**src/rtl/srt_pkg.sv**
```systemverilog
// package of the synthesizer ratio and frequency trim register block
// assumes byte-wide register access from a serial configuration port decoder
package srt_pkg;

	// ==========================================================
	// register byte addresses (first byte holds the top byte)
	localparam logic [7:0]  SRT_OFS_RATIO    = 8'h5c;
	localparam logic [7:0]  SRT_OFS_GATES    = 8'h71;
	localparam logic [7:0]  SRT_OFS_TRIM     = 8'h73;

	// ==========================================================
	// field positions
	localparam int          SRT_DEN_LSB      = 0;
	localparam int          SRT_NUM_LSB      = 16;
	localparam int          SRT_HALF_W       = 16;
	localparam int          SRT_GATE_W       = 2;

	// ==========================================================
	// values after reset
	localparam logic [31:0] SRT_RST_RATIO    = 32'h0001_0001;
	localparam logic [7:0]  SRT_RST_GATES    = 8'h03;
	localparam logic [31:0] SRT_RST_TRIM     = 32'h046a_aaab;

	// ==========================================================
	// byte counts and lane of the byte that commits a wide value
	localparam int          SRT_WIDE_BYTES   = 4;
	localparam logic [1:0]  SRT_LAST_LANE    = 2'h3;

endpackage : srt_pkg

```
**src/rtl/srt_wide_reg.sv**
```systemverilog
// 32-bit register written one byte at a time through a staging copy
// assumes the caller decodes the byte lane; lane 0 is the top byte
`timescale 1ns/1ps

module srt_wide_reg #(
	parameter logic [31:0] RST_VAL = 32'h0000_0000
) (
	input  wire logic        i_clk_sys,
	input  wire logic        i_rst_n,
	input  wire logic        i_wr_en,
	input  wire logic [1:0]  i_lane,
	input  wire logic [7:0]  i_wr_data,
	output logic      [31:0] o_staged,
	output logic      [31:0] o_active,
	output logic             o_commit
);

	typedef struct packed {
		logic [31:0] staged;
		logic [31:0] active;
		logic        commit;
	} srt_wide_s;

	srt_wide_s st_r;
	srt_wide_s st_nxt;

	// ==========================================================
	// staging and commit
	// bytes land in the staging copy; the last lane moves it to the live copy
	always_comb begin
		st_nxt        = st_r;
		st_nxt.commit = 1'b0;
		if (i_wr_en) begin
			st_nxt.staged[8*(3-i_lane) +: 8] = i_wr_data;
			if (i_lane == srt_pkg::SRT_LAST_LANE) begin
				st_nxt.active = st_nxt.staged;
				st_nxt.commit = 1'b1;
			end
		end
	end

	// ==========================================================
	// state register
	always_ff @(posedge i_clk_sys or negedge i_rst_n) begin
		if (!i_rst_n) begin
			st_r <= '{staged: RST_VAL, active: RST_VAL, commit: 1'b0};
		end else begin
			st_r <= st_nxt;
		end
	end

	assign o_staged = st_r.staged;
	assign o_active = st_r.active;
	assign o_commit = st_r.commit;

endmodule : srt_wide_reg

```
**src/rtl/srt_regs.sv**
```systemverilog
// synthesizer ratio, output gate and central frequency trim registers
// assumes a serial port decoder gives one byte write or read per strobe
// and that the synthesizers use the live values driven out here
`timescale 1ns/1ps

module srt_regs (
	input  wire logic        i_clk_sys,
	input  wire logic        i_rst_n,
	input  wire logic        i_wr_en,
	input  wire logic        i_rd_en,
	input  wire logic [7:0]  i_addr,
	input  wire logic [7:0]  i_wr_data,
	output logic      [7:0]  o_rd_data,
	output logic      [15:0] o_second_synth_numerator,
	output logic      [15:0] o_second_synth_denominator,
	output logic      [1:0]  o_synth_out_en,
	output logic      [31:0] o_freq_trim,
	output logic             o_ratio_applied,
	output logic             o_trim_applied
);

	// ==========================================================
	// address decode
	// returns {hit, lane} for a four-byte register at base
	function automatic logic [2:0] srt_slot(input logic [7:0] addr, input logic [7:0] base);
		logic [7:0] diff;
		diff     = addr - base;
		srt_slot = {(addr >= base) && (diff < 8'h04), diff[1:0]};
	endfunction : srt_slot

	logic [2:0]  ratio_slot;
	logic [2:0]  trim_slot;
	logic        gates_hit;
	logic [31:0] ratio_staged;
	logic [31:0] ratio_active;
	logic [31:0] trim_staged;

	// byte slots of the two wide registers and the gate register hit
	assign ratio_slot = srt_slot(i_addr, srt_pkg::SRT_OFS_RATIO);
	assign trim_slot  = srt_slot(i_addr, srt_pkg::SRT_OFS_TRIM);
	assign gates_hit  = (i_addr == srt_pkg::SRT_OFS_GATES);

	// ==========================================================
	// wide registers
	// ratio for the second synthesizer, applied as a whole word
	srt_wide_reg #(
		.RST_VAL (srt_pkg::SRT_RST_RATIO)
	) u_ratio (
		.i_clk_sys (i_clk_sys),
		.i_rst_n   (i_rst_n),
		.i_wr_en   (i_wr_en && ratio_slot[2]),
		.i_lane    (ratio_slot[1:0]),
		.i_wr_data (i_wr_data),
		.o_staged  (ratio_staged),
		.o_active  (ratio_active),
		.o_commit  (o_ratio_applied)
	);

	// one trim word shared by all synthesizers
	srt_wide_reg #(
		.RST_VAL (srt_pkg::SRT_RST_TRIM)
	) u_trim (
		.i_clk_sys (i_clk_sys),
		.i_rst_n   (i_rst_n),
		.i_wr_en   (i_wr_en && trim_slot[2]),
		.i_lane    (trim_slot[1:0]),
		.i_wr_data (i_wr_data),
		.o_staged  (trim_staged),
		.o_active  (o_freq_trim),
		.o_commit  (o_trim_applied)
	);

	// ratio halves feed the synthesizer multiply (den in low half)
	assign o_second_synth_denominator = ratio_active[srt_pkg::SRT_DEN_LSB +: srt_pkg::SRT_HALF_W];
	assign o_second_synth_numerator   = ratio_active[srt_pkg::SRT_NUM_LSB +: srt_pkg::SRT_HALF_W];

	// ==========================================================
	// gate register and read data
	typedef struct packed {
		logic [1:0] gates;
		logic [7:0] rd_data;
	} srt_regs_s;

	srt_regs_s st_r;
	srt_regs_s st_nxt;

	// byte writes to the gate register, reads return the staged bytes of the wide registers or the live gates
	always_comb begin
		st_nxt = st_r;
		if (i_wr_en && gates_hit) begin
			st_nxt.gates = i_wr_data[srt_pkg::SRT_GATE_W-1:0];
		end
		if (i_rd_en) begin
			if (ratio_slot[2]) begin
				st_nxt.rd_data = ratio_staged[8*(3-ratio_slot[1:0]) +: 8];
			end else if (trim_slot[2]) begin
				st_nxt.rd_data = trim_staged[8*(3-trim_slot[1:0]) +: 8];
			end else if (gates_hit) begin
				st_nxt.rd_data = {6'h00, st_r.gates}; // reserved bits read zero
			end else begin
				st_nxt.rd_data = 8'h00;
			end
		end
	end

	// state register
	always_ff @(posedge i_clk_sys or negedge i_rst_n) begin
		if (!i_rst_n) begin
			st_r <= '{gates: srt_pkg::SRT_RST_GATES[1:0], rd_data: 8'h00};
		end else begin
			st_r <= st_nxt;
		end
	end

	assign o_synth_out_en = st_r.gates;
	assign o_rd_data      = st_r.rd_data;
endmodule : srt_regs

```
**config.mk**
```make
export PLATFORM = sky130hd
export DESIGN_NAME = srt_regs
export DESIGN_NICKNAME = d
export VERILOG_FILES = /design/src/rtl/srt_pkg.sv /design/src/rtl/srt_wide_reg.sv /design/src/rtl/srt_regs.sv
export SDC_FILE = /design/constraint.sdc
export NUM_CORES = 1
export LEC_CHECK = 0
export BUFFER_PORTS_ARGS = -buffer_cell sky130_fd_sc_hd__buf_4
export CAP_MARGIN = 20
export CORE_ASPECT_RATIO = 0.75
export CORE_MARGIN = 3
export CORE_UTILIZATION = 40
export CTS_CLUSTER_DIAMETER = 100
export DETAILED_ROUTE_END_ITERATION = 12
export PLACE_DENSITY = 0.63
export SYNTH_ARGS = -nofsm -noshare
export SYNTH_HDL_FRONTEND = slang
export SYNTH_HIERARCHICAL = 1
export SYNTH_SLANG_ARGS = --single-unit
```
**constraint.sdc**
```tcl
create_clock -name i_clk_sys -period 2.03 [get_ports i_clk_sys]
set_input_delay 0.3045 -clock i_clk_sys [delete_from_list [all_inputs] [get_ports i_clk_sys]]
set_output_delay 0.3045 -clock i_clk_sys [all_outputs]
set_load 0.02 [all_outputs]
```
Yosys cells after proc, flatten, opt, wreduce, memory -nomap -nowiden
Cells that the tools add are included.
Operators by class
  add/sub/neg operators: 6
  magnitude comparators: 4
  equality and inequality tests: 3
  shift operators: 6
  mux-type cells: 9
  reductions and logical operators: 7
Operators with widths (count)
  $neg 32->34: 2
  $shift 8x34->32 const A: 2
  $shiftx 8x34->32: 2
  $shiftx 32x33->8: 2
  $bwmux 32: 2
  $ge 8x7->1 const B: 2
  $lt 8x3->1 const B: 2
  $mux 8: 2
  $sub 8x7->8 const B: 2
  $eq 8x7->1 const B: 1
  $sub 2x2->3 const A: 2
  $logic_and 1x1->1: 5
  $eq 2x2->1 const B: 2
  $mux 1: 4
  $reduce_and 2->1: 2
  $mux 2: 1
Word-level totals
  register bits after elaboration: 140
  bits of input ports: 20

Depth between registers and ports, before layout
  word-level depth: 5
  gate-level depth with buffers: 10
  mapped depth without buffers: 7

Modules after synthesis
Netlist, hierarchy kept.
By module, submodules not included
  srt_wide_reg (u_ratio): times used 1, cells an instance 241, area each 2822.7 um^2
  srt_wide_reg (u_trim): times used 1, cells an instance 241, area each 2790.2 um^2
  srt_regs: times used 1, cells an instance 93, area each 1068.5 um^2

Least setup slack after synthesis
OpenSTA, ideal clock, no wires.
  path kind: input-to-reg
  start: in i_addr[0]
  end: reg u_trim.st_r, in the netlist u_trim/o_active[23]
  arrival time: 2.166 ns
  path slack: -0.263 ns
  cell stages on the path: 10
  path buffers: 3
  cells stage by stage: buf_6 -> buf_6 -> inv_1 -> ha_1 -> inv_1 -> ha_1 -> and4b_1 -> buf_6 -> a221oi_1 -> nor2_1
On the way
  word-level cells in the longest chain between the ends: 5
Ends and longest elaborated chain
  start: declaration: RTL line srt_regs.sv:11  | input wire logic [7:0] i_addr,
  $sub 8x7->8 *: RTL line srt_regs.sv:27  | diff = addr - base;
  net trim_slot[0]: RTL line srt_regs.sv:32  | logic [2:0] trim_slot;
  $sub 2x2->3 / $lt 8x3->1 (equally long branches): RTL line srt_wide_reg.sv:34, srt_regs.sv:28
  $neg 32->34 / $logic_and 1x1->1 (equally long branches): RTL line srt_wide_reg.sv:34, srt_regs.sv:28
  $shiftx 8x34->32, or another cell as far along: RTL line srt_wide_reg.sv:34  | st_nxt.staged[8*(3-i_lane) +: 8] = i_wr_data;
  $bwmux 32 / $reduce_and 2->1 (equally long branches)
  end signal: assignment: RTL line srt_wide_reg.sv:46  | st_r <= '{staged: RST_VAL, active: RST_VAL, commit: 1'b0};
  end signal: assignment: RTL line srt_wide_reg.sv:48  | st_r <= st_nxt;
  end: declaration: RTL line srt_wide_reg.sv:24  | srt_wide_s st_r;
The timed path passes the listed nets; every way through them passes the cells marked *.
A chain may end at the register's enable or synchronous reset.

Worst setup path in the final report
  start: in i_addr[0]
  end: reg u_trim.st_r, in the netlist u_trim/o_staged[29]
On the way
  word-level cells in the longest chain between the ends: 5
Ends and longest elaborated chain (RTL line)
  $sub 8x7->8: srt_regs.sv:27
  $sub 2x2->3: srt_wide_reg.sv:34
  $neg 32->34: srt_wide_reg.sv:34
  $shiftx 8x34->32 / $shift 8x34->32 (equally long branches): srt_wide_reg.sv:34
  $bwmux 32: srt_wide_reg.sv:34
Parallel ways exist; a longest one is shown, timed or not.

==> load_flow_metrics.sql <==
INSERT INTO impl_metrics (metric_group, metric, value, unit) VALUES
('outcome', 'outcome', 'finished, final reports clean', ''),
('hold_path', 'timing.hold.worst.class', 'in -> reg', ''),
('critical_path', 'cp-start-kind', 'input pin', ''),
('die', 'initial_core_util', '41.33', '%'),
('pwr', 'power.ir.vdd_worst', '0.6357', 'mV'),
('synth', 'synthMostInstantiatedCell', 'sky130_fd_sc_hd__dfrtp_1', ''),
('routing', 'drc_errors', '0', ''),
('global_routing', 'initial_antenna_violation_count', '0', ''),
('critical_path', 'critPathArrivalTime', '2.11', 'ns'),
('synth', 'synth_edf_count', '0', ''),
('pwr', 'totalPowerFinal', '0.006748', 'W'),
('routing', 'drtIter0Drc', '462', ''),
('routing', 'route.detailed.vias_per_inst', '5.675', ''),
('routing', 'first_pass_iters', '4', ''),
('synth', 'mean_area_per_synthesized_cell', '11.62', 'sq um'),
('synth', 'netlist_instances', '575', ''),
('synth', 'proportion_of_netlist_area_held_by_the_largest_area_contributor', '39.70', '%'),
('routing', 'drtAntennaViolNets', '0', ''),
('synth', 'yosys_most_used_dff', 'sky130_fd_sc_hd__dfrtp_1', ''),
('finish', 'post_route_cells_drive_above_1_share', '35.97', '%'),
('finish', 'layout.area.seq', '0.003546', 'sq mm'),
('synth', 'netlist.top_cell.by_area', 'sky130_fd_sc_hd__dfrtp_1', ''),
('timing', 'fin_skew', '0.005081', 'ns'),
('timing', 'rsz0062_at_grt', 'no', ''),
('routing', 'wire_per_inst', '20.28', 'microns'),
('critical_path', 'timing.critical_path.to_type', 'flip-flop', ''),
('pwr', 'power_density', '786.3', 'mW/mm^2'),
('global_routing', 'pin_count_of_the_biggest_net_entering_global_routing', '42', ''),
('synth', 'postSynth.asyncResetShare', '100.0', '%'),
('timing', 'fmax', '0.5706', 'GHz'),
('timing', 'post_route_fraction_of_the_period_consumed_by_the_critical_path', '86.33', '%'),
('clock_tree', 'clk_root_buffer_cell', 'sky130_fd_sc_hd__clkbuf_16', ''),
('timing', 'final_period_minus_worst_setup_slack', '1.752', 'ns'),
('timing', 'slew_viol_final', '0', ''),
('job', 'timing.max_cap.violations', '0', ''),
('global_routing', 'gr-total-overflow', '0', ''),
('routing', 'dr_wl_met2', '7772', 'microns'),
('die', 'core.rowCount', '40', ''),
('synth', 'synth_cell_types', '49', ''),
('timing', 'fin_tns_setup', '0', 'ns'),
('timing', 'hold_slack', '0.2279', 'ns'),
('routing', 'detail_route.wirelength', '18860', 'microns'),
('clock_tree', 'clock_path_buffers', '2', ''),
('placed_design', 'post-place-ws', '-0.1380', 'ns'),
('finish', 'ant_diodes', '0', ''),
('routing', 'met3_length', '1685', 'microns'),
('finish', 'fillCellCount', '1440', ''),
('pwr', 'power_leakage', '4.192', 'nW'),
('synth', 'synth_area_leaders', 'sky130_fd_sc_hd__dfrtp_1, sky130_fd_sc_hd__dfstp_2, sky130_fd_sc_hd__a22o_1', ''),
('global_routing', 'grt_pass1_vias', '5294', ''),
('routing', 'via_count', '5278', ''),
('synth', 'synth.yosys.seq_area_share', '53.07', '%'),
('placed_design', 'buffer_ports.inserted', '95', ''),
('clock_tree', 'cts_sinks', '140', ''),
('timing', 'finalSetupViolCount', '0', ''),
('clock_tree', 'htree_levels', '4', ''),
('finish', 'layout.nets', '740', ''),
('synth', 'syn-num-nets', '608', ''),
('timing', 'worst_pin_slew', '0.6359', 'ns'),
('routing', 'highest-signal-layer', 'met4', ''),
('global_routing', 'grt_use_total', '21.21', '%'),
('timing', 'final_worst_setup_slack', '0.2776', 'ns'),
('clock_tree', 'clock_tree_from_tritoncts', 'built', ''),
('synth', 'ys_seq_elements', '140', ''),
('timing', 'hold_viol', '0', ''),
('die', 'core_area', '0.01617', 'sq mm'),
('critical_path', 'worst-setup-path-type', 'in -> reg', ''),
('synth', 'synthesized_cell_area', '0.006681', 'sq mm'),
('clock_tree', 'tritoncts.num_buffers', '17', ''),
('finish', 'area_delta_synth_final', '28.45', '%'),
('critical_path', 'required', '2.39', 'ns');
==> worst max-delay path: stages <==
cell,delay [ns]
sky130_fd_sc_hd__buf_4,0.11
sky130_fd_sc_hd__ha_1,0.21
sky130_fd_sc_hd__xnor2_1,0.12
sky130_fd_sc_hd__a211oi_1,0.29
sky130_fd_sc_hd__and3_1,0.24
sky130_fd_sc_hd__buf_4,0.18
sky130_fd_sc_hd__nand2b_4,0.09
sky130_fd_sc_hd__nor4b_4,0.21
sky130_fd_sc_hd__buf_4,0.20
sky130_fd_sc_hd__a22o_1,0.14
==> layout make-up <==
type,count,share of cell area (%)
repair buffers,147,14.05
inverters,15,0.7290
flip-flops and latches,140,41.32
well taps,210,3.062
multi-input cells,386,33.96
clock buffers,22,5.526
clock inverters,10,1.356
==> logic make-up after synthesis <==
logic type | Yosys count | share of synthesized area [%]
compound gates | 129 | 15.58
xor+xnor | 2 | 0.2622
simple gates | 224 | 18.54
flops | 140 | 53.07
buf+inv | 49 | 4.157
mux | 18 | 5.955
fa+ha+maj | 13 | 2.435
==> flip-flops by register name (all words and copies together) (netlist names) <==
register and flops:
u_ratio/o_active 32, u_ratio/o_staged 32, u_trim/o_active 32, u_trim/o_staged 32, o_rd_data 8, o_synth_out_en 2
u_ratio/o_commit 1, u_trim/o_commit 1
==> power by group <==
part           internal (W)  switching [W]
Clock               0.00191        0.00117
Combinational      0.000297       0.000426
Sequential          0.00289      0.0000573
==> through the flow <==
step	utilization, %	instances	area [sq um]
6_report	53.09	930	8582
5_1_grt	53.09	930	8582
4_1_cts	53.09	930	8582
3_5_place_dp	49.37	897	7981
3_3_place_gp	49.37	897	7981
2_1_floorplan	-	575	6765
==> worst paths after layout <==
check	from	endpoint	slack [ns]	depth (start not counted)
worst max-delay path	i_addr[0]	u_trim/o_staged[29]	0.28	10
worst min-delay path	i_rd_en	o_rd_data[7]	0.23	3
worst max register to register	u_trim/o_staged[8]	o_rd_data[0]	0.55	3
worst min register to register	u_trim/o_active[9]	u_trim/o_active[9]	0.46	2
max in group asynchronous	i_rst_n	u_trim/o_staged[5]	0.95	3
min in group asynchronous	i_rst_n	u_ratio/o_active[10]	0.41	2
==> layer usage <==
layer,global-route usage (%),up-vias
li1,-,2390
met1,32.74,2636
met2,28.28,223
met3,6.431,29
met4,6.725,0
met5,0,-
==> layout by cell type (no fill, tap or decap), types with 3 or more instances in the layout <==
cell and n:
sky130_fd_sc_hd__buf_4 138, sky130_fd_sc_hd__dfrtp_1 106, sky130_fd_sc_hd__nand2_1 78, sky130_fd_sc_hd__nor2_1 58
sky130_fd_sc_hd__a22o_1 53, sky130_fd_sc_hd__nand3b_1 46, sky130_fd_sc_hd__dfstp_2 34, sky130_fd_sc_hd__a21oi_1 31
sky130_fd_sc_hd__clkbuf_16 17, sky130_fd_sc_hd__inv_1 13, sky130_fd_sc_hd__a221oi_2 13, sky130_fd_sc_hd__mux4_2 12
sky130_fd_sc_hd__ha_1 11, sky130_fd_sc_hd__nand3_1 10, sky130_fd_sc_hd__buf_12 8, sky130_fd_sc_hd__a31oi_1 7
sky130_fd_sc_hd__and3_1 6, sky130_fd_sc_hd__a22o_2 6, sky130_fd_sc_hd__a221oi_1 6, sky130_fd_sc_hd__mux4_1 4
sky130_fd_sc_hd__and4b_1 4, sky130_fd_sc_hd__clkinvlp_4 3, sky130_fd_sc_hd__a211oi_1 3, sky130_fd_sc_hd__clkinv_2 3
sky130_fd_sc_hd__clkbuf_8 3, sky130_fd_sc_hd__nor2b_1 3, sky130_fd_sc_hd__a32o_1 3
==> timing repair <==
item | CTS | global route
hold endpoints to repair | 25 | 0
setup buffers | 0 | 0
gates resized for setup | 0 | 0
hold buffers | 1 | 0
setup endpoints to repair | 0 | 0
No activity file was read; power rests on OpenSTA's default activity.
